## src/inc/link_initiator_cfg.svh

```systemverilog
// Constants for the die link initiator
`ifndef LINK_INITIATOR_CFG_SVH
`define LINK_INITIATOR_CFG_SVH
`define CMD_IDLE 4'h0
`define CMD_WRITE 4'h1
`define CMD_READ 4'h2
`define EOT_ACK_CODE 4'ha
`define DIV_BY1 2'h0
`define DIV_BY4 2'h3
`define TIMEOUT_SCALE 4
`define WIDTH_FOUR 1'b0
`define LINK_PINS_NARROW 6
`define LINK_PINS_WIDE 10
`endif

```

## src/inc/link_initiator_pkg.sv

```systemverilog
// Types shared by the die link initiator modules
package link_initiator_pkg;
  typedef enum logic [2:0] {
    ST_IDLE, ST_CMD, ST_ADDR, ST_WDATA, ST_RDATA, ST_ACK, ST_DONE
  } link_state_type;
  typedef logic [1:0] clk_div_type;
endpackage

```

## src/inc/link_clock_if.sv

```systemverilog
// Carrier between the transfer engine and the link clock generator
`timescale 1ns/10ps
`default_nettype none
interface link_clock_if;
  logic [1:0] divider;
  logic run;
  logic halt;
  logic rise;
  logic fall;
  logic level;
  logic parked;
  modport gen (input divider, input run, input halt, output rise, output fall, output level,
    output parked);
  modport user (output divider, output run, output halt, input rise, input fall, input level,
    input parked);
endinterface
`default_nettype wire

```

## src/rtl/link_clock_gen.sv

```systemverilog
// Link clock divider with stop parking
`timescale 1ns/10ps
`default_nettype none
`include "link_initiator_cfg.svh"
module link_clock_gen (
  input wire logic clk,
  input wire logic rst_n,
  link_clock_if.gen lc
);
  import link_initiator_pkg::*;
  typedef struct packed {
    logic [2:0] cnt;
    logic level;
  } gen_state_type;
  gen_state_type s_q, s_d;
  logic [2:0] half;
  always_comb begin
    half = {1'b0, lc.divider} + 3'h1;
    s_d = s_q;
    lc.rise = 1'b0;
    lc.fall = 1'b0;
    if (!lc.run) begin
      s_d = '0;
    end else if (s_q.cnt + 3'h1 >= half) begin
      s_d.cnt = '0;
      if (s_q.level) begin
        s_d.level = 1'b0;
        lc.fall = 1'b1;
      end else if (!lc.halt) begin
        s_d.level = 1'b1;
        lc.rise = 1'b1;
      end
    end else begin
      s_d.cnt = s_q.cnt + 3'h1;
    end
  end
  // Divide by one: a low phase plus a high phase of one cycle each
  assign lc.level = s_q.level;
  assign lc.parked = !s_q.level;
  always_ff @(posedge clk or negedge rst_n) begin
    if (!rst_n) begin
      s_q <= '0;
    end else begin
      s_q <= s_d;
    end
  end
endmodule
`default_nettype wire

```

## src/rtl/pin_sync.sv

```systemverilog
// Three-stage synchroniser with agreement filter
`timescale 1ns/10ps
`default_nettype none
module pin_sync #(
  parameter int WIDTH = 9
) (
  input wire logic clk,
  input wire logic rst_n,
  input wire logic [WIDTH-1:0] din,
  output logic [WIDTH-1:0] dout
);
  typedef struct packed {
    logic [WIDTH-1:0] s1;
    logic [WIDTH-1:0] s2;
    logic [WIDTH-1:0] s3;
    logic [WIDTH-1:0] out;
  } sync_state_type;
  sync_state_type s_q, s_d;
  always_comb begin
    s_d = s_q;
    s_d.s1 = din;
    s_d.s2 = s_q.s1;
    s_d.s3 = s_q.s2;
    for (int i = 0; i < WIDTH; i++) begin
      if (s_q.s2[i] == s_q.s3[i]) begin
        s_d.out[i] = s_q.s3[i];
      end
    end
  end
  assign dout = s_q.out;
  always_ff @(posedge clk or negedge rst_n) begin
    if (!rst_n) begin
      s_q <= '0;
    end else begin
      s_q <= s_d;
    end
  end
endmodule
`default_nettype wire

```

## src/rtl/link_initiator.sv

```systemverilog
// Die link initiator: CPU window accesses to link transactions
`timescale 1ns/10ps
`default_nettype none
`include "link_initiator_cfg.svh"
module link_initiator #(
  parameter int TIMEOUT_BITS = 4
) (
  input wire logic REF_CLK,
  input wire logic RSTN,
  input wire logic CFG_WRITE,
  input wire logic CFG_ENABLE,
  input wire logic CFG_WIDE,
  input wire logic CFG_HALT_IN_STOP,
  input wire link_initiator_pkg::clk_div_type CFG_DIVIDER,
  input wire logic [TIMEOUT_BITS-1:0] CFG_TIMEOUT,
  input wire logic CFG_IRQ_ENABLE,
  input wire logic SPECIAL_MODE,
  input wire logic STOP_MODE,
  input wire logic REQ_VALID,
  input wire logic REQ_WRITE,
  input wire logic REQ_NONBLOCK,
  input wire logic REQ_WORD,
  input wire logic [7:0] REQ_ADDR,
  input wire logic [15:0] REQ_WDATA,
  output logic REQ_READY,
  output logic [15:0] RSP_RDATA,
  output logic RSP_ERROR,
  output logic BUSY,
  output logic ERROR_FLAG,
  input wire logic ERROR_CLEAR,
  output logic ERROR_NMI,
  output logic TARGET_IRQ,
  output logic LINK_ENABLE,
  output logic LINK_WIDE,
  output logic LINK_HALT_IN_STOP,
  output link_initiator_pkg::clk_div_type LINK_DIVIDER,
  output logic LINK_CLOCK_OUT,
  output logic LINK_CLOCK_OE_N,
  input wire logic [7:0] LINK_DATA_IN,
  output logic [7:0] LINK_DATA_OUT,
  output logic [7:0] LINK_DATA_OE_N,
  output logic [7:0] LINK_DATA_PULLDOWN,
  output logic [7:0] LINK_DATA_OWNED,
  input wire logic TARGET_IRQ_IN,
  output logic TARGET_IRQ_PULLDOWN,
  output logic TARGET_IRQ_OWNED
);
  import link_initiator_pkg::*;
  typedef struct packed {
    link_state_type st;
    logic cfg_locked;
    logic enable;
    logic wide;
    logic halt;
    clk_div_type divider;
    logic write;
    logic word;
    logic nonblock;
    logic [7:0] addr;
    logic [15:0] data;
    logic [2:0] nib;
    logic [TIMEOUT_BITS+`TIMEOUT_SCALE-1:0] timer;
    logic [7:0] dout;
    logic drive;
    logic err;
    logic [15:0] rdata;
    logic rsp_err;
  } init_state_type;
  init_state_type s_q, s_d;
  logic [8:0] pins_sync;
  logic [2:0] beats;
  logic [7:0] lane;
  logic timed_out;
  link_clock_if lc();
  link_clock_gen u_clk (
    .clk(REF_CLK),
    .rst_n(RSTN),
    .lc(lc.gen)
  );
  pin_sync #(.WIDTH(9)) u_sync (
    .clk(REF_CLK),
    .rst_n(RSTN),
    .din({TARGET_IRQ_IN, LINK_DATA_IN}),
    .dout(pins_sync)
  );
  // Beats per access: one per byte in wide mode, two nibbles per byte otherwise, doubled for a word
  function automatic logic [2:0] beat_count(input logic wide, input logic word);
    logic [2:0] b;
    b = wide ? 3'h1 : 3'h2;
    beat_count = word ? {b[1:0], 1'b0} : b;
  endfunction
  // Slice of the shift word driven this beat, low nibble first
  function automatic logic [7:0] beat_lane(input logic wide, input logic [15:0] d);
    beat_lane = wide ? d[7:0] : {4'h0, d[3:0]};
  endfunction
  assign beats = beat_count(s_q.wide, s_q.word);
  assign lane = beat_lane(s_q.wide, s_q.data);
  assign timed_out = (s_q.timer == '0);
  assign lc.divider = s_q.divider;
  assign lc.run = s_q.enable;
  assign lc.halt = STOP_MODE && s_q.halt;
  always_comb begin
    s_d = s_q;
    if (CFG_WRITE && (!s_q.cfg_locked || SPECIAL_MODE)) begin
      s_d.cfg_locked = 1'b1;
      s_d.enable = CFG_ENABLE;
      s_d.wide = CFG_WIDE;
      s_d.halt = CFG_HALT_IN_STOP;
      s_d.divider = CFG_DIVIDER;
    end
    // Set wins over software clear
    if (ERROR_CLEAR) begin
      s_d.err = 1'b0;
    end
    if (s_q.st != ST_IDLE && s_q.st != ST_DONE && lc.rise) begin
      s_d.timer = s_q.timer - 1'b1;
    end
    unique case (s_q.st)
      ST_IDLE: begin
        s_d.drive = 1'b1;
        s_d.dout = {4'h0, `CMD_IDLE};
        if (REQ_VALID && s_q.enable && !(STOP_MODE && s_q.halt) && lc.fall) begin
          s_d.write = REQ_WRITE || REQ_NONBLOCK;
          s_d.nonblock = REQ_NONBLOCK;
          s_d.word = REQ_WORD;
          s_d.addr = REQ_ADDR;
          s_d.data = REQ_WDATA;
          s_d.timer = {CFG_TIMEOUT, {`TIMEOUT_SCALE{1'b1}}};
          s_d.rsp_err = 1'b0;
          s_d.dout = {4'h0, (REQ_WRITE || REQ_NONBLOCK) ? `CMD_WRITE : `CMD_READ};
          s_d.st = ST_CMD;
        end
      end
      ST_CMD: begin
        if (lc.fall) begin
          s_d.dout = s_q.wide ? s_q.addr : {4'h0, s_q.addr[3:0]};
          s_d.nib = 3'h1;
          s_d.st = ST_ADDR;
        end
      end
      ST_ADDR: begin
        if (lc.fall) begin
          if (!s_q.wide && s_q.nib == 3'h1) begin
            s_d.dout = {4'h0, s_q.addr[7:4]};
            s_d.nib = 3'h2;
          end else if (s_q.write) begin
            s_d.dout = lane;
            s_d.data = s_q.wide ? {8'h00, s_q.data[15:8]} : {4'h0, s_q.data[15:4]};
            s_d.nib = 3'h1;
            s_d.st = ST_WDATA;
          end else begin
            s_d.drive = 1'b0;
            s_d.nib = 3'h0;
            s_d.st = ST_RDATA;
          end
        end
      end
      ST_WDATA: begin
        if (lc.fall) begin
          if (s_q.nib < beats) begin
            s_d.dout = lane;
            s_d.data = s_q.wide ? {8'h00, s_q.data[15:8]} : {4'h0, s_q.data[15:4]};
            s_d.nib = s_q.nib + 3'h1;
          end else begin
            s_d.drive = 1'b0;
            s_d.st = ST_ACK;
          end
        end
      end
      ST_RDATA: begin
        // Sample four or eight lines
        // Sampled at the end of the high phase so the synchroniser delay is covered
        // Limitation: divide by one and divide by two are too short for reads
        if (lc.fall) begin
          if (s_q.wide) begin
            s_d.data = {pins_sync[7:0], s_q.data[15:8]};
          end else begin
            s_d.data = {pins_sync[3:0], s_q.data[15:4]};
          end
          s_d.nib = s_q.nib + 3'h1;
          if (s_q.nib + 3'h1 == beats) begin
            s_d.st = ST_ACK;
          end
        end
      end
      ST_ACK: begin
        if (lc.fall && pins_sync[3:0] == `EOT_ACK_CODE) begin
          s_d.rdata = s_q.word ? s_q.data : {8'h00, s_q.data[15:8]};
          s_d.st = ST_DONE;
        end
      end
      ST_DONE: begin
        s_d.st = ST_IDLE;
        s_d.drive = 1'b1;
        s_d.dout = '0;
      end
      default: s_d.st = ST_IDLE;
    endcase
    if (s_q.st != ST_IDLE && s_q.st != ST_DONE && timed_out) begin
      s_d.err = 1'b1;
      s_d.rsp_err = 1'b1;
      s_d.st = ST_DONE;
    end
    if (STOP_MODE && s_q.halt && s_q.st == ST_IDLE) begin
      s_d.dout = '0;
    end
  end
  // Stall until done or non-blocking accept
  assign REQ_READY = s_q.enable && (s_q.st == ST_DONE && !s_q.nonblock
    || s_q.st == ST_IDLE && REQ_NONBLOCK && lc.fall && !(STOP_MODE && s_q.halt));
  assign BUSY = (s_q.st != ST_IDLE);
  assign RSP_RDATA = s_q.rdata;
  assign RSP_ERROR = s_q.rsp_err;
  assign ERROR_FLAG = s_q.err;
  assign ERROR_NMI = s_q.err;
  assign TARGET_IRQ = s_q.enable && CFG_IRQ_ENABLE && pins_sync[8];
  assign TARGET_IRQ_PULLDOWN = s_q.enable;
  assign TARGET_IRQ_OWNED = s_q.enable;
  assign LINK_ENABLE = s_q.enable;
  assign LINK_WIDE = s_q.wide;
  assign LINK_HALT_IN_STOP = s_q.halt;
  assign LINK_DIVIDER = s_q.divider;
  assign LINK_CLOCK_OUT = s_q.enable && lc.level;
  assign LINK_CLOCK_OE_N = !s_q.enable;
  genvar g;
  generate
    for (g = 0; g < 8; g++) begin : g_lane
      logic used;
      assign used = s_q.enable && (g < 4 || s_q.wide);
      assign LINK_DATA_OWNED[g] = used;
      assign LINK_DATA_OUT[g] = used && s_q.drive && s_q.dout[g];
      assign LINK_DATA_OE_N[g] = !(used && s_q.drive);
      assign LINK_DATA_PULLDOWN[g] = used && !s_q.drive;
    end
  endgenerate
  always_ff @(posedge REF_CLK or negedge RSTN) begin
    if (!RSTN) begin
      s_q <= '0;
    end else begin
      s_q <= s_d;
    end
  end
endmodule
`default_nettype wire

```

## config.mk

```make
export PLATFORM = sky130hd
export DESIGN_NAME = link_initiator
export DESIGN_NICKNAME = d
export VERILOG_FILES = /design/src/inc/link_initiator_pkg.sv /design/src/inc/link_clock_if.sv /design/src/rtl/link_clock_gen.sv /design/src/rtl/pin_sync.sv /design/src/rtl/link_initiator.sv
export VERILOG_INCLUDE_DIRS = /design/src /design/src/inc
export SDC_FILE = /design/constraint.sdc
export NUM_CORES = 1
export LEC_CHECK = 0
export BUFFER_PORTS_ARGS = -buffer_cell sky130_fd_sc_hd__buf_4
export CORE_MARGIN = 10
export CORE_UTILIZATION = 50
export CTS_CLUSTER_SIZE = 12
export DETAILED_ROUTE_END_ITERATION = 10
export GPL_ROUTABILITY_DRIVEN = 0
export GPL_TIMING_DRIVEN = 0
export HOLD_SLACK_MARGIN = 0.12
export PLACE_DENSITY = 0.86
export SLEW_MARGIN = 10
export SYNTH_ARGS = -nofsm -noshare
export SYNTH_HDL_FRONTEND = slang
export SYNTH_SLANG_ARGS = --single-unit
export TNS_END_PERCENT = 10
```

## constraint.sdc

```tcl
create_clock -name REF_CLK -period 3.1 [get_ports REF_CLK]
set_clock_uncertainty 0.05 [all_clocks]
set_input_delay 0.62 -clock REF_CLK [delete_from_list [all_inputs] [get_ports REF_CLK]]
set_output_delay 0.62 -clock REF_CLK [all_outputs]
set_load 0.005 [all_outputs]
```

# Word-level counts from Yosys, hierarchy flattened
# Index checks and enable logic that the tools add are counted.
dict set report totals {
  ff_bits 114
  in_bits 53
  output_inout_bits 63
  wordCells 206
}
dict set report op_classes {
  add_sub_neg 4
  n_lt_le_gt_ge 2
  eq_ne 44
  muxes 62
  reduce_logical 62
}
# operator count
set ops {}
lappend ops {{two-way mux 16 bit} 6}
lappend ops {{two-way mux 19 bit} 4}
lappend ops {{two-way mux 8 bit} 9}
lappend ops {{case mux 16 bit (4 select lines)} 1}
lappend ops {{two-way mux 3 bit} 14}
lappend ops {{!= test 3 bit, second input constant} 14}
lappend ops {{case mux 8 bit (5 select lines)} 1}
lappend ops {{logical AND 1 bit} 32}
lappend ops {{!= test 2 bit, second input constant} 10}
lappend ops {{two-way mux 9 bit} 2}
lappend ops {{case mux 3 bit (6 select lines)} 1}
lappend ops {{AND reduction 6 bit} 3}
lappend ops {{two-way mux 1 bit} 17}
lappend ops {{two-way mux 12 bit} 1}
lappend ops {{case mux 3 bit (4 select lines)} 1}
lappend ops {{== test 1 bit} 9}
lappend ops {{== test 3 bit, second input constant} 3}
lappend ops {{AND reduction 9 bit} 1}
lappend ops {{logical NOT 1 bit} 8}
lappend ops {{logical NOT 8 bit} 1}
lappend ops {{AND reduction 8 bit} 1}
lappend ops {{nonzero test 4 bit} 2}
lappend ops {{subtractor 8 x 1 -> 8 bit, second input constant} 1}
lappend ops {{adder 3 x 1 -> 3 bit, second input constant} 2}
lappend ops {{19 further kinds} 30}

# Longest topological paths before layout
# Gate-level depths: netlist (run 1).
dict set report depth {
  ltp_word 10
  depth_mapped 11
  mapped_depth_nobuf 10
}

# Modules after synthesis
# Synthesis (run 1) repeated with hierarchy kept, for this count alone.
dict set report hier_totals {
  cells_unflattened 558
  area_unflattened_um2 5935.7
}
# mod instances cells_each area_each_um2 seq_area_each_um2
set by_module_without_submodules {}
lappend by_module_without_submodules {link_initiator 1 476 4576.9 1851.8}
lappend by_module_without_submodules {pin_sync 1 54 1069.8 900.9}
lappend by_module_without_submodules {link_clock_gen 1 28 289.0 100.1}

# Worst setup path after synthesis (run 1)
# OpenSTA, ideal clock, no wires.
dict set report synth_path {
  path_type {register -> output}
  start {register u_clk.s_q[1] (netlist name)}
  end {output REQ_READY}
  t_arrival_ns 2.094
  t_required_ns 2.430
  slack_ns 0.336
  stages_incl_launch_ff 9
  n_path_buf 0
  cell_sequence {dfrtp_1 ha_1 xor2_1 ha_1 nand2_1 o21ai_1 nand2_1 or4_1 a21oi_1}
}
dict set report synth_between {
  elab_chain_cells 8
}
# item line_no
set synth_rtl {}
lappend synth_rtl {{start, declared} link_clock_gen.sv:15} ;# gen_state_type s_q, s_d;
lappend synth_rtl {{start signal, assigned} link_clock_gen.sv:42} ;# s_q <= '0;
lappend synth_rtl {{start signal, assigned} link_clock_gen.sv:44} ;# s_q <= s_d;
lappend synth_rtl {{adder 3 x 1 -> 3 bit} link_clock_gen.sv:24} ;# end else if (s_q.cnt + 3'h1 >= half) begin
lappend synth_rtl {{greater-or-equal comparator 3 bit} link_clock_gen.sv:24}
lappend synth_rtl {{two-way mux 1 bit} link_clock_gen.sv:24}
lappend synth_rtl {{two-way mux 1 bit} link_clock_gen.sv:22} ;# if (!lc.run) begin
lappend synth_rtl {{logical AND 1 bit (2 in series)} link_initiator.sv:210} ;# || s_q.st == ST_IDLE && REQ_NONBLOCK && lc.fall && !(STOP_MODE && s_q.halt));
lappend synth_rtl {{logical OR 1 bit} link_initiator.sv:210}
lappend synth_rtl {{logical AND 1 bit} link_initiator.sv:209} ;# assign REQ_READY = s_q.enable && (s_q.st == ST_DONE && !s_q.nonblock
lappend synth_rtl {{end, declared} link_initiator.sv:25} ;# output logic REQ_READY,
# No other way between the ends.

# Worst setup path after layout (run 1)
# Same ends and word-level chain as after synthesis.

==> load_flow_metrics.sql, run 1 <==
INSERT INTO impl_metrics (metric_group, metric, value, unit) VALUES
('detailed_routing', 'postRouteWirelength', '15800', 'um'),
('run', 'drv.max_cap_violation_count', '0', ''),
('logic_synthesis', 'leading_cell_type_by_number_of_instances_after_synthesis', 'sky130_fd_sc_hd__dfrtp_1', ''),
('timing', 'worst_pin_slew', '1030', 'ps'),
('logic_synthesis', 'synthesis.area_per_instance', '9.82', 'um^2'),
('clock_network', 'cts_tree', 'built', ''),
('detailed_routing', 'first_iter_violations', '445', ''),
('timing', 'holdWs', '252', 'ps'),
('final_layout', 'syn_to_final_growth', '30.1', '%'),
('setup_path', 'arrival', '2480', 'ps'),
('logic_synthesis', 'synth-warning-count', '0', ''),
('detailed_routing', 'via_per_inst', '5.66', ''),
('die', 'die_height', '127', 'um'),
('logic_synthesis', 'synthCells', '582', ''),
('timing', 'hold_viol_final', '0', ''),
('logic_synthesis', 'synth_top_area_share', '0.499', ''),
('die', 'design.core.area', '11000', 'um^2'),
('timing', 'postLayoutSetupSlackWorst', '-47.2', 'ps'),
('global_routing', 'use_met3', '0.0750', ''),
('logic_synthesis', 'number_of_synthesized_register_bits', '114', ''),
('clock_network', 'cts.sinks', '114', ''),
('timing', 'timing.max_slew.rel_slack', '0.312', ''),
('global_routing', 'globalRouteTotalUtil', '0.199', ''),
('logic_synthesis', 'synth_seq_area_share', '0.499', ''),
('global_routing', 'vias_in_the_first_global_route', '5208', ''),
('setup_path', 'worst-path-max-fanout', '2', ''),
('die', 'boundaryPins', '116', ''),
('timing', 'final_max_slew_viol_count', '0', ''),
('die', 'placementRows', '38', ''),
('detailed_routing', 'final_antenna_net_count', '0', ''),
('clock_network', 'htree_num_levels', '4', ''),
('logic_synthesis', 'area_fraction_in_compound_gates_after_synthesis', '0.133', ''),
('timing', 'final.min_clock_period', '3150', 'ps'),
('detailed_routing', 'count_of_unresolved_drc_violations_after_routing', '0', ''),
('global_routing', 'grt_antenna_before_repair', '0', ''),
('logic_synthesis', 'synth-edff-count', '0', ''),
('global_routing', 'grt_overflow_total', '0', ''),
('logic_synthesis', 'post-synth-top-area-cell', 'sky130_fd_sc_hd__dfrtp_1', ''),
('logic_synthesis', 'postSynth.asyncResetShare', '1.00', ''),
('timing', 'timing.final.crit_share', '1.02', ''),
('logic_synthesis', 'synthXorXnorAreaFrac', '0.0162', ''),
('logic_synthesis', 'synthAdderAreaFrac', '0.0442', ''),
('clock_network', 'max-clock-path-buffers', '2', ''),
('clock_network', 'cts-hold-fix-buffers', '0', ''),
('timing', 'grt_setup_unrepaired', 'true', ''),
('power_and_ir_drop', 'power.density_cell_area', '819', 'nW/um^2'),
('die', 'initial_utilization', '0.518', ''),
('global_routing', 'groute.layer.met2.usage', '0.312', ''),
('run_status', 'status', 'finished, violations left', ''),
('die', 'die_w', '127', 'um'),
('timing', 'setup_tns', '-47.2', 'ps'),
('setup_path', 'crit_path_start_kind', 'flip-flop', ''),
('global_routing', 'grt_pass1_wl', '26300', 'um'),
('final_layout', 'finalNetCount', '788', ''),
('clock_network', 'clkTransAtPathRegs', '60', 'ps'),
('setup_path', 'timing.setup.critical_path_class', 'flip-flop to output port', ''),
('logic_synthesis', 'post_synth_and_or_nand_nor_area_fraction', '0.153', ''),
('clock_network', 'clock_latency', '420', 'ps'),
('logic_synthesis', 'synth_top_family_by_area', 'simple AND/OR/NAND/NOR gates', ''),
('global_routing', 'grt_util_met1', '0.235', ''),
('detailed_routing', 'drtPass1Iterations', '6', ''),
('clock_network', 'clock-root-buffer', 'sky130_fd_sc_hd__clkbuf_16', ''),
('setup_path', 'r2r_setup_slack', '130', 'ps'),
('logic_synthesis', 'yosys-mux-area-fraction', '0.0676', ''),
('clock_network', 'numCtsBuffers', '17', ''),
('run_status', 'violations', 'setup timing', ''),
('hold_path', 'worstHoldPathType', 'primary input to flip-flop', ''),
('logic_synthesis', 'synth_top_cells_by_count', '114 x sky130_fd_sc_hd__dfrtp_1, 99 x sky130_fd_sc_hd__nand2_1, 52 x sky130_fd_sc_hd__o21ai_0', ''),
('timing', 'final_setup_violation_count', '1', ''),
('logic_synthesis', 'synth_fp_nets', '648', ''),
('logic_synthesis', 'synth_cell_type_count', '58', '');
-- critical path: stages (launching register included) --
cell	delay, ps
sky130_fd_sc_hd__dfrtp_1	380
sky130_fd_sc_hd__ha_2	180
sky130_fd_sc_hd__xor2_2	150
sky130_fd_sc_hd__ha_1	320
sky130_fd_sc_hd__nand2_2	90
sky130_fd_sc_hd__o21ai_4	190
sky130_fd_sc_hd__nand2_4	70
sky130_fd_sc_hd__or4_4	410
sky130_fd_sc_hd__a21oi_2	140
sky130_fd_sc_hd__buf_4	130
-- power by group --
part | internal [W] | switching, W | total [W]
registers | 0.00176 | 0.000319 | 0.00208
logic | 0.000908 | 0.00117 | 0.00208
clock network | 0.00114 | 0.000794 | 0.00194
total | 0.00381 | 0.00228 | 0.00609
-- kinds of logic after synthesis --
kind of cell             after synthesis
flip-flops                           114
multiplexers                          37
adder cells (fa/ha/maj)               22
AO/OA/AOI/OAI                        123
XOR/XNOR                               9
AND/OR/NAND/NOR                      188
buffers and inverters                 89
-- what timing repair did --
item	CTS	global route
pin swaps	6	8
resized for setup	9	4
buffers inserted	4	3
gates cloned	0	0
endpoints found under the setup margin	28	33
-- worst paths after layout --
path | end | startpoint | cells after the start
max | REQ_READY | u_clk.s_q[1] | 9
min | u_sync.s_d[24] | LINK_DATA_IN[6] | 1
max reg2reg | s_q[37] | u_clk.s_q[1] | 10
min reg2reg | u_sync.s_d[16] | u_sync.s_d[25] | 0
max in group asynchronous | s_q[22] | RSTN | 1
min in group asynchronous | LINK_DIVIDER[0] | RSTN | 1
-- routing by layer --
metal	up-vias	wire, um
met1	2325	6320
li1	2259	-
met2	293	7290
met5	-	0
met4	0	702
met3	75	1470
-- metrics by stage --
step / std cells / util / setup slack [ps]
after global placement: 837 / 0.612 / 4.15
final: 875 / 0.674 / -47.2
after detailed placement: 837 / 0.613 / -132
after global routing: 875 / 0.674 / -127
after CTS: 873 / 0.671 / -146
after floorplan: 582 / - / 336
-- flip-flops by register name, indices dropped and copies added, names as in the netlist --
signal             count
LINK_DIVIDER           2
LINK_WIDE              1
u_sync.s_d            18
u_clk.lc.level         1
ERROR_FLAG             1
u_sync.s_q             9
u_sync.dout            9
RSP_ERROR              1
RSP_RDATA             16
LINK_HALT_IN_STOP      1
s_q                   51
LINK_ENABLE            1
u_clk.s_q              3
-- final cells by class --
cell class              instances  area [um^2]
fillers                       816         3600
flip-flops and latches        114         2850
multi-input cells             379         2400
repair buffers                122          920
clock buffers                  17          425
plain buffers                  69          425
well taps                     140          175
clock inverters                15          160
inverters                      19         71.3
-- cells in the final DEF (no fill, tap or decap), types with 3 or more instances in the layout --
cell                          n
sky130_fd_sc_hd__a21o_1       3
sky130_fd_sc_hd__a21oi_1     23
sky130_fd_sc_hd__a222oi_1     4
sky130_fd_sc_hd__a22oi_1      8
sky130_fd_sc_hd__a31oi_1      6
sky130_fd_sc_hd__and3_1      12
sky130_fd_sc_hd__buf_1        4
sky130_fd_sc_hd__buf_2        9
sky130_fd_sc_hd__buf_4      162
sky130_fd_sc_hd__clkbuf_1    14
sky130_fd_sc_hd__clkbuf_16   17
sky130_fd_sc_hd__dfrtp_1    113
sky130_fd_sc_hd__ha_1        12
sky130_fd_sc_hd__inv_1       19
sky130_fd_sc_hd__inv_6        8
sky130_fd_sc_hd__inv_8        4
sky130_fd_sc_hd__maj3_1       9
sky130_fd_sc_hd__mux2_2      13
sky130_fd_sc_hd__mux2i_1     24
sky130_fd_sc_hd__nand2_1     97
sky130_fd_sc_hd__nand3_1      7
sky130_fd_sc_hd__nand4b_1     3
sky130_fd_sc_hd__nor2_1      38
sky130_fd_sc_hd__nor3_1       3
sky130_fd_sc_hd__o21ai_0     51
sky130_fd_sc_hd__o21ai_1      3
sky130_fd_sc_hd__o22a_1       4
sky130_fd_sc_hd__o22ai_1      6
sky130_fd_sc_hd__xnor2_1      3
sky130_fd_sc_hd__xor2_1       4
(Power assumes the default switching activity.)
==> inputs of run 2 (changes only) <==
--- a/config.mk
+++ b/config.mk
@@ -8,13 +8,13 @@
 export LEC_CHECK = 0
 export BUFFER_PORTS_ARGS = -buffer_cell sky130_fd_sc_hd__buf_4
 export CORE_MARGIN = 10
-export CORE_UTILIZATION = 50
+export CORE_UTILIZATION = 23
 export CTS_CLUSTER_SIZE = 12
 export DETAILED_ROUTE_END_ITERATION = 10
 export GPL_ROUTABILITY_DRIVEN = 0
 export GPL_TIMING_DRIVEN = 0
 export HOLD_SLACK_MARGIN = 0.12
-export PLACE_DENSITY = 0.86
+export PLACE_DENSITY = 0.52
 export SLEW_MARGIN = 10
 export SYNTH_ARGS = -nofsm -noshare
 export SYNTH_HDL_FRONTEND = slang
==> run 2 against run 1 <==
The run still ends with setup timing left. Clock-buffer cell count is 2 higher. Design area grew 2.9%. Cell count rose by 21%. Largest power group unchanged.
==> load_flow_metrics.sql, run 2 (synthesized netlist as in run 1, its figures left out) <==
INSERT INTO impl_metrics (metric_group, metric, value, unit) VALUES
('power_and_ir_drop', 'sequentialPowerShare', '0.355', ''),
('final_layout', 'layout.cells.most_common', 'sky130_fd_sc_hd__buf_4', ''),
('power_and_ir_drop', 'pwr-share-clk', '0.307', ''),
('setup_path', 'critPathCapture', 'REQ_READY', ''),
('final_layout', 'num_antenna_cells', '0', ''),
('detailed_routing', 'postRouteWirelength', '17000', 'um'),
('clock_network', 'cts.sinks', '114', ''),
('placement', 'dpl-instance-area', '7020', 'um^2'),
('final_layout', 'highest_count_cells_in_the_layout_ignoring_fill_and_taps', '158 x sky130_fd_sc_hd__buf_4, 114 x sky130_fd_sc_hd__dfrtp_1, 97 x sky130_fd_sc_hd__nand2_1, 51 x sky130_fd_sc_hd__o21ai_0, 38 x sky130_fd_sc_hd__nor2_1', ''),
('hold_path', 'hp-start', 'LINK_DATA_IN[6]', ''),
('final_layout', 'syn_to_final_growth', '33.8', '%'),
('final_layout', 'finalNetCount', '787', ''),
('power_and_ir_drop', 'power.density_cell_area', '766', 'nW/um^2'),
('die', 'design.die.area', '31600', 'um^2'),
('clock_network', 'clock-root-buffer', 'sky130_fd_sc_hd__clkbuf_16', ''),
('clock_network', 'max-clock-path-buffers', '2', ''),
('die', 'design.core.area', '24400', 'um^2'),
('clock_network', 'numCtsBuffers', '17', ''),
('setup_path', 'worst-path-max-fanout', '2', ''),
('die', 'placementRows', '57', ''),
('setup_path', 'cp_slowest_stage_delay', '430', 'ps'),
('timing', 'timing.final.crit_share', '1.02', ''),
('power_and_ir_drop', 'sw_frac_of_total', '0.373', ''),
('setup_path', 'timing.critical_path.from', 'u_clk.s_q[1]', ''),
('global_routing', 'largest_net_degree_at_the_start_of_global_routing', '82', ''),
('setup_path', 'timing.setup.critical_path_class', 'flip-flop to output port', ''),
('hold_path', 'worstHoldPathType', 'primary input to flip-flop', ''),
('clock_network', 'cts_tree', 'built', ''),
('die', 'initial_utilization', '0.234', ''),
('final_layout', 'drive_gt1_frac', '0.315', ''),
('power_and_ir_drop', 'vdd_ir_drop_max', '0.000421', 'V'),
('global_routing', 'vias_in_the_first_global_route', '4704', ''),
('clock_network', 'clock_latency', '420', 'ps'),
('run', 'drv.max_cap_violation_count', '0', ''),
('power_and_ir_drop', 'internal-power', '0.00368', 'W'),
('final_layout', 'postLayoutCellArea', '7650', 'um^2'),
('timing', 'hold_viol_final', '0', ''),
('run_status', 'violations', 'setup timing', ''),
('power_and_ir_drop', 'net_switching_power', '0.00218', 'W'),
('timing', 'grt_setup_unrepaired', 'true', ''),
('setup_path', 'worst_path_max_delay_cell', 'sky130_fd_sc_hd__or4_4', ''),
('setup_path', 'r2r_setup_slack', '120', 'ps'),
('placement', 'port_buffers', '115', ''),
('die', 'die_w', '178', 'um'),
('final_layout', 'regMostFlops', 's_q', ''),
('detailed_routing', 'via_per_inst', '4.37', ''),
('setup_path', 'endpoint_kind', 'output port', ''),
('clock_network', 'htree_num_levels', '4', ''),
('power_and_ir_drop', 'total_leakage_power', '3.66', 'nW'),
('setup_path', 'critPathRequiredTime', '2430', 'ps'),
('setup_path', 'arrival', '2480', 'ps'),
('setup_path', 'r2r_start', 'u_clk.s_q[1]', ''),
('final_layout', 'final_cell_count_no_fill', '1058', ''),
('final_layout', 'finish.utilization', '0.314', ''),
('timing', 'fmax', '0.317', 'GHz'),
('setup_path', 'crit_path_start_kind', 'flip-flop', ''),
('global_routing', 'grt_overflow_total', '0', ''),
('setup_path', 'worstPathCellList', 'ha_2, xor2_1, ha_1, nand2_2, o21ai_4, nand2_4, or4_4, a21oi_4, buf_6', ''),
('timing', 'final.min_clock_period', '3150', 'ps'),
('global_routing', 'grt_pass1_wl', '27100', 'um'),
('timing', 'worst_pin_slew', '883', 'ps'),
('detailed_routing', 'avgRoutedWirePerCell', '16.1', 'um'),
('run_status', 'status', 'finished, violations left', ''),
('detailed_routing', 'first_iter_violations', '295', ''),
('clock_network', 'clkTransAtPathRegs', '60', 'ps'),
('detailed_routing', 'route.vias.total', '4626', ''),
('timing', 'postLayoutSetupSlackWorst', '-50.9', 'ps'),
('placement', 'dpl.cell_count', '1022', ''),
('detailed_routing', 'drtPass1Iterations', '5', ''),
('placement', 'dp_hpwl', '13100', 'um'),
('detailed_routing', 'count_of_unresolved_drc_violations_after_routing', '0', ''),
('setup_path', 'r2r_end', 's_q[29]', ''),
('final_layout', 'number_of_flip_flops_in_the_largest_register', '51', ''),
('global_routing', 'globalRouteTotalUtil', '0.111', ''),
('timing', 'final_max_slew_viol_count', '0', ''),
('timing', 'final_setup_violation_count', '1', ''),
('global_routing', 'grt_antenna_before_repair', '0', ''),
('die', 'boundaryPins', '116', ''),
('power_and_ir_drop', 'part_of_the_power_in_combinational_logic', '0.338', ''),
('setup_path', 'r2r_cells', '11', ''),
('detailed_routing', 'final_antenna_net_count', '0', ''),
('die', 'die_height', '178', 'um'),
('timing', 'timing.max_slew.rel_slack', '0.403', '');
==> run 2: changes by cell type in the layout (fill, tap and decap cells not counted), sizes merged <==
cell | previous run | this run
clkbuf | 32 | 34
bufinv | 1 | 0
buf | 176 | 174
inv | 31 | 23
clkinvlp | 2 | 6
clkinv | 0 | 3
dlygate4sd3 | 0 | 1
==> run 2: how the worst min path moves through the flow <==
stage | end | cells after the start | slack (ps)
floorplan | ERROR_FLAG | 0 | 270
global placement | u_sync.s_d[13] | 0 | 280
detailed placement | u_sync.s_d[14] | 0 | 280
CTS | u_sync.s_d[23] | 1 | 240
global route | u_sync.s_d[23] | 1 | 230
finish | u_sync.s_d[24] | 1 | 250
==> run 2: metal layers <==
metal	global-route usage	routed length, um	share of wire
met5	0	0	0
met2	0.176	8200	0.48
met3	0.0297	737	0.043
met4	0.0431	342	0.020
met1	0.140	7740	0.45
==> run 2: what timing repair did <==
action,4_1_cts,5_1_grt
hold buffers,1,0
pin swaps,6,3
hold endpoints to repair,33,0
endpoints found under the setup margin,25,41
resized for setup,11,3
buffers inserted,3,1
gates cloned,0,0
==> run 2: power by group through the flow <==
| stage | clock [W] | combinational (W) | sequential, W |
|---|---|---|---|
| global route | 0.00192 | 0.00224 | 0.00212 |
| detailed placement | 0 | 0.00190 | 0.00210 |
| CTS | 0.00184 | 0.00199 | 0.00207 |
| global placement | 0 | 0.00188 | 0.00210 |
| floorplan | 0 | 0.00131 | 0.00197 |
| finish | 0.00180 | 0.00198 | 0.00208 |
==> run 2: metrics by stage <==
step / setup WS (ps) / TNS (ps) / hold slack (ps) / total power (W)
5_1_grt: -143 / -442 / 233 / 0.00627
4_1_cts: -121 / -121 / 240 / 0.00591
3_5_place_dp: -169 / -2580 / 285 / 0.00400
2_1_floorplan: 336 / 0 / 274 / 0.00329
3_3_place_gp: -198 / -3370 / 283 / 0.00398
6_report: -50.9 / -50.9 / 252 / 0.00586
==> run 2: area by class of cell <==
class | instances | area [um^2]
Fill cell | 2599 | 16700
Inverter | 19 | 71.3
Buffer | 69 | 425
Multi-Input combinational cell | 379 | 2410
Tap cell | 324 | 405
Clock buffer | 19 | 443
Clock inverter | 13 | 103
Timing Repair Buffer | 121 | 938
Sequential cell | 114 | 2850
==> run 2: worst max-delay path: cells and delay by family, from the launching register on <==
kind | cells | cell delay [ps]
AOI/OAI and AO/OA | 2 | 330
xor gates and xnor gates | 1 | 170
adders and majority gates | 2 | 500
buffers and inverters | 1 | 120
DFF | 1 | 380
and+or+nand+nor | 3 | 580
==> inputs of run 3 (changes only) <==
--- a/config.mk
+++ b/config.mk
@@ -15,6 +15,7 @@
 export GPL_TIMING_DRIVEN = 0
 export HOLD_SLACK_MARGIN = 0.12
 export PLACE_DENSITY = 0.52
+export REMOVE_ABC_BUFFERS = 1
 export SLEW_MARGIN = 10
 export SYNTH_ARGS = -nofsm -noshare
 export SYNTH_HDL_FRONTEND = slang
==> run 3 against run 2 <==
The flow still finishes with violations (setup timing). Combinational power down 7%. Design area down 2.7%. Worst hold slack better by 8.1 ps. Die area unchanged. Sequential power up 6%. Global-route usage down 0.30 points. Wire length up 0.62%. Clock power up 9%. Sequential share of layout area up 1.1 points. Flip-flop and latch count unchanged. Clock-buffer cell count down 1. Non-clock buffer count down 60. Critical path type unchanged. Critical endpoint unchanged. Largest power group unchanged. Highest routed layer unchanged.
==> load_flow_metrics.sql, run 3 (synthesized netlist as in run 1, its figures left out) <==
INSERT INTO impl_metrics (metric_group, metric, value, unit) VALUES
('clock_network', 'numCtsBuffers', '17', ''),
('global_routing', 'globalRouteTotalUtil', '0.108', ''),
('detailed_routing', 'route.vias.total', '4393', ''),
('detailed_routing', 'postRouteWirelength', '17100', 'um'),
('placement', 'dpl.cell_count', '953', ''),
('final_layout', 'regMostFlops', 's_q', ''),
('final_layout', 'syn_to_final_growth', '30.2', '%'),
('timing', 'fmax', '0.318', 'GHz'),
('die', 'design.die.area', '31600', 'um^2'),
('timing', 'postLayoutSetupSlackWorst', '-47.7', 'ps'),
('clock_network', 'cts_tree', 'built', ''),
('power_and_ir_drop', 'vdd_ir_drop_max', '0.000377', 'V'),
('timing', 'hold_viol_final', '0', ''),
('power_and_ir_drop', 'total_leakage_power', '3.48', 'nW'),
('run_status', 'violations', 'setup timing', ''),
('timing', 'grt_setup_unrepaired', 'true', ''),
('final_layout', 'number_of_flip_flops_in_the_largest_register', '51', ''),
('setup_path', 'timing.setup.critical_path_class', 'flip-flop to output port', ''),
('setup_path', 'crit_path_start_kind', 'flip-flop', ''),
('timing', 'holdWs', '260', 'ps'),
('global_routing', 'largest_net_degree_at_the_start_of_global_routing', '62', ''),
('final_layout', 'drive_gt1_frac', '0.300', ''),
('setup_path', 'arrival', '2480', 'ps'),
('global_routing', 'grt_antenna_before_repair', '0', ''),
('final_layout', 'layout.cells.most_common', 'sky130_fd_sc_hd__buf_4', ''),
('hold_path', 'worstHoldPathType', 'primary input to flip-flop', ''),
('setup_path', 'worst_path_max_delay_cell', 'sky130_fd_sc_hd__or4_4', ''),
('setup_path', 'critPathRequiredTime', '2430', 'ps'),
('global_routing', 'vias_in_the_first_global_route', '4437', ''),
('run', 'drv.max_cap_violation_count', '0', ''),
('placement', 'port_buffers', '115', ''),
('setup_path', 'endpoint_kind', 'output port', ''),
('detailed_routing', 'avgRoutedWirePerCell', '17.1', 'um'),
('die', 'placementRows', '57', ''),
('clock_network', 'clkTransAtPathRegs', '60', 'ps'),
('die', 'design.core.area', '24400', 'um^2'),
('final_layout', 'num_antenna_cells', '0', ''),
('power_and_ir_drop', 'power.density_cell_area', '809', 'nW/um^2'),
('final_layout', 'final_cell_count_no_fill', '1000', ''),
('die', 'die_height', '178', 'um'),
('run_status', 'status', 'finished, violations left', ''),
('timing', 'timing.final.crit_share', '1.02', ''),
('detailed_routing', 'first_iter_violations', '357', ''),
('clock_network', 'max-clock-path-buffers', '2', ''),
('detailed_routing', 'final_antenna_net_count', '0', ''),
('setup_path', 'cp_buf_inv_count', '1', ''),
('clock_network', 'htree_num_levels', '4', ''),
('timing', 'timing.max_slew.rel_slack', '0.218', ''),
('timing', 'final_max_slew_viol_count', '0', ''),
('timing', 'worst_pin_slew', '1160', 'ps'),
('setup_path', 'worstPathCellList', 'ha_2, xor2_2, ha_1, nand2_2, o21ai_4, nand2_2, or4_4, a21oi_4, buf_6', ''),
('final_layout', 'finalNetCount', '729', ''),
('clock_network', 'cts.sinks', '114', ''),
('die', 'die_w', '178', 'um'),
('setup_path', 'worst-path-max-fanout', '3', ''),
('setup_path', 'cp_slowest_stage_delay', '430', 'ps'),
('detailed_routing', 'drtPass1Iterations', '5', ''),
('power_and_ir_drop', 'p_total', '0.00602', 'W'),
('final_layout', 'highest_count_cells_in_the_layout_ignoring_fill_and_taps', '122 x sky130_fd_sc_hd__buf_4, 109 x sky130_fd_sc_hd__dfrtp_1, 97 x sky130_fd_sc_hd__nand2_1, 51 x sky130_fd_sc_hd__o21ai_0, 37 x sky130_fd_sc_hd__nor2_1', ''),
('detailed_routing', 'via_per_inst', '4.39', ''),
('clock_network', 'clock-root-buffer', 'sky130_fd_sc_hd__clkbuf_16', ''),
('setup_path', 'path_delay_family', 'simple AND/OR/NAND/NOR gates', ''),
('die', 'initial_utilization', '0.234', ''),
('global_routing', 'grt_overflow_total', '0', ''),
('detailed_routing', 'count_of_unresolved_drc_violations_after_routing', '0', ''),
('timing', 'final.min_clock_period', '3150', 'ps'),
('global_routing', 'grt_pass1_wl', '26200', 'um'),
('placement', 'dp_hpwl', '11500', 'um'),
('timing', 'final_setup_violation_count', '1', ''),
('die', 'boundaryPins', '116', ''),
('setup_path', 'critical-path-top-cell-by-count', 'sky130_fd_sc_hd__nand2_2', ''),
('clock_network', 'clock_latency', '420', 'ps');
run 3: cell count changes in the layout (fill, tap and decap cells not counted), moves of 2 or more:
cell,change
sky130_fd_sc_hd__buf_12,+2
sky130_fd_sc_hd__dfrtp_2,+4
sky130_fd_sc_hd__buf_4,-36
sky130_fd_sc_hd__bufinv_16,+2
sky130_fd_sc_hd__buf_1,-4
sky130_fd_sc_hd__clkinvlp_4,-2
sky130_fd_sc_hd__buf_2,-9
sky130_fd_sc_hd__dfrtp_1,-5
sky130_fd_sc_hd__buf_8,+2
sky130_fd_sc_hd__clkbuf_1,-15
run 3: stage by stage:
| step | worst slack (ps) | util | setup TNS (ps) | instance area (um^2) |
|---|---|---|---|---|
| CTS | -215 | 0.301 | -814 | 7350 |
| global route | -173 | 0.305 | -178 | 7440 |
| finish | -47.7 | 0.305 | -47.7 | 7440 |
| floorplan | -59.4 | - | -951 | 5290 |
| detailed placement | -1470 | 0.271 | -40910 | 6610 |
| global placement | -1460 | 0.269 | -41850 | 6560 |
run 3: final timing paths:
check / startpoint / endpoint / slack, ps / depth (start not counted)
worst max-delay path: u_clk.s_q[1] / REQ_READY / -50 / 9
worst min-delay path: LINK_DATA_IN[2] / u_sync.s_d[20] / 260 / 1
worst max register to register: LINK_WIDE / s_q[21] / 130 / 10
worst min register to register: u_sync.s_d[19] / u_sync.s_d[10] / 300 / 0
max in group asynchronous: RSTN / RSP_RDATA[10] / 1620 / 3
min in group asynchronous: RSTN / LINK_HALT_IN_STOP / 680 / 2
run 3: layer usage:
metal | vias to the layer above | routed length [um] | global-route usage
met5 | - | 0 | 0
met4 | 0 | 263 | 0.0316
met3 | 18 | 801 | 0.0302
met2 | 109 | 8130 | 0.169
met1 | 2107 | 7930 | 0.142
li1 | 2159 | - | -
run 3: area by class of cell:
cell class / count / area [um^2]
Fill cell: 2569 / 16900
Clock buffer: 18 / 439
Inverter: 19 / 71.3
Sequential cell: 114 / 2860
Timing Repair Buffer: 130 / 1050
Tap cell: 324 / 405
Clock inverter: 14 / 153
Multi-Input combinational cell: 381 / 2470
run 3: what timing repair did:
| item | 4_1_cts | 5_1_grt |
|---|---|---|
| setup buffers | 7 | 5 |
| endpoints found under the hold margin | 3 | 0 |
| setup endpoints to repair | 63 | 39 |
| gates cloned | 2 | 0 |
| pin swaps | 8 | 9 |
| resized for setup | 16 | 9 |
| hold buffers | 1 | 0 |
run 3: power by group:
| part | internal [W] | switching (W) | total (W) |
|---|---|---|---|
| clock network | 0.00121 | 0.000761 | 0.00197 |
| logic | 0.000853 | 0.00100 | 0.00185 |
| registers | 0.00176 | 0.000440 | 0.00220 |
| total | 0.00382 | 0.00220 | 0.00602 |
run 3: worst register-to-register path: stages (launching register included):
cell and delay [ps]:
sky130_fd_sc_hd__dfrtp_4 580, sky130_fd_sc_hd__inv_1 260, sky130_fd_sc_hd__ha_1 230, sky130_fd_sc_hd__inv_1 50
sky130_fd_sc_hd__ha_1 280, sky130_fd_sc_hd__a21oi_1 180, sky130_fd_sc_hd__o21ai_2 140, sky130_fd_sc_hd__a221o_1 410
sky130_fd_sc_hd__o21ai_4 180, sky130_fd_sc_hd__buf_12 150, sky130_fd_sc_hd__mux2_2 340
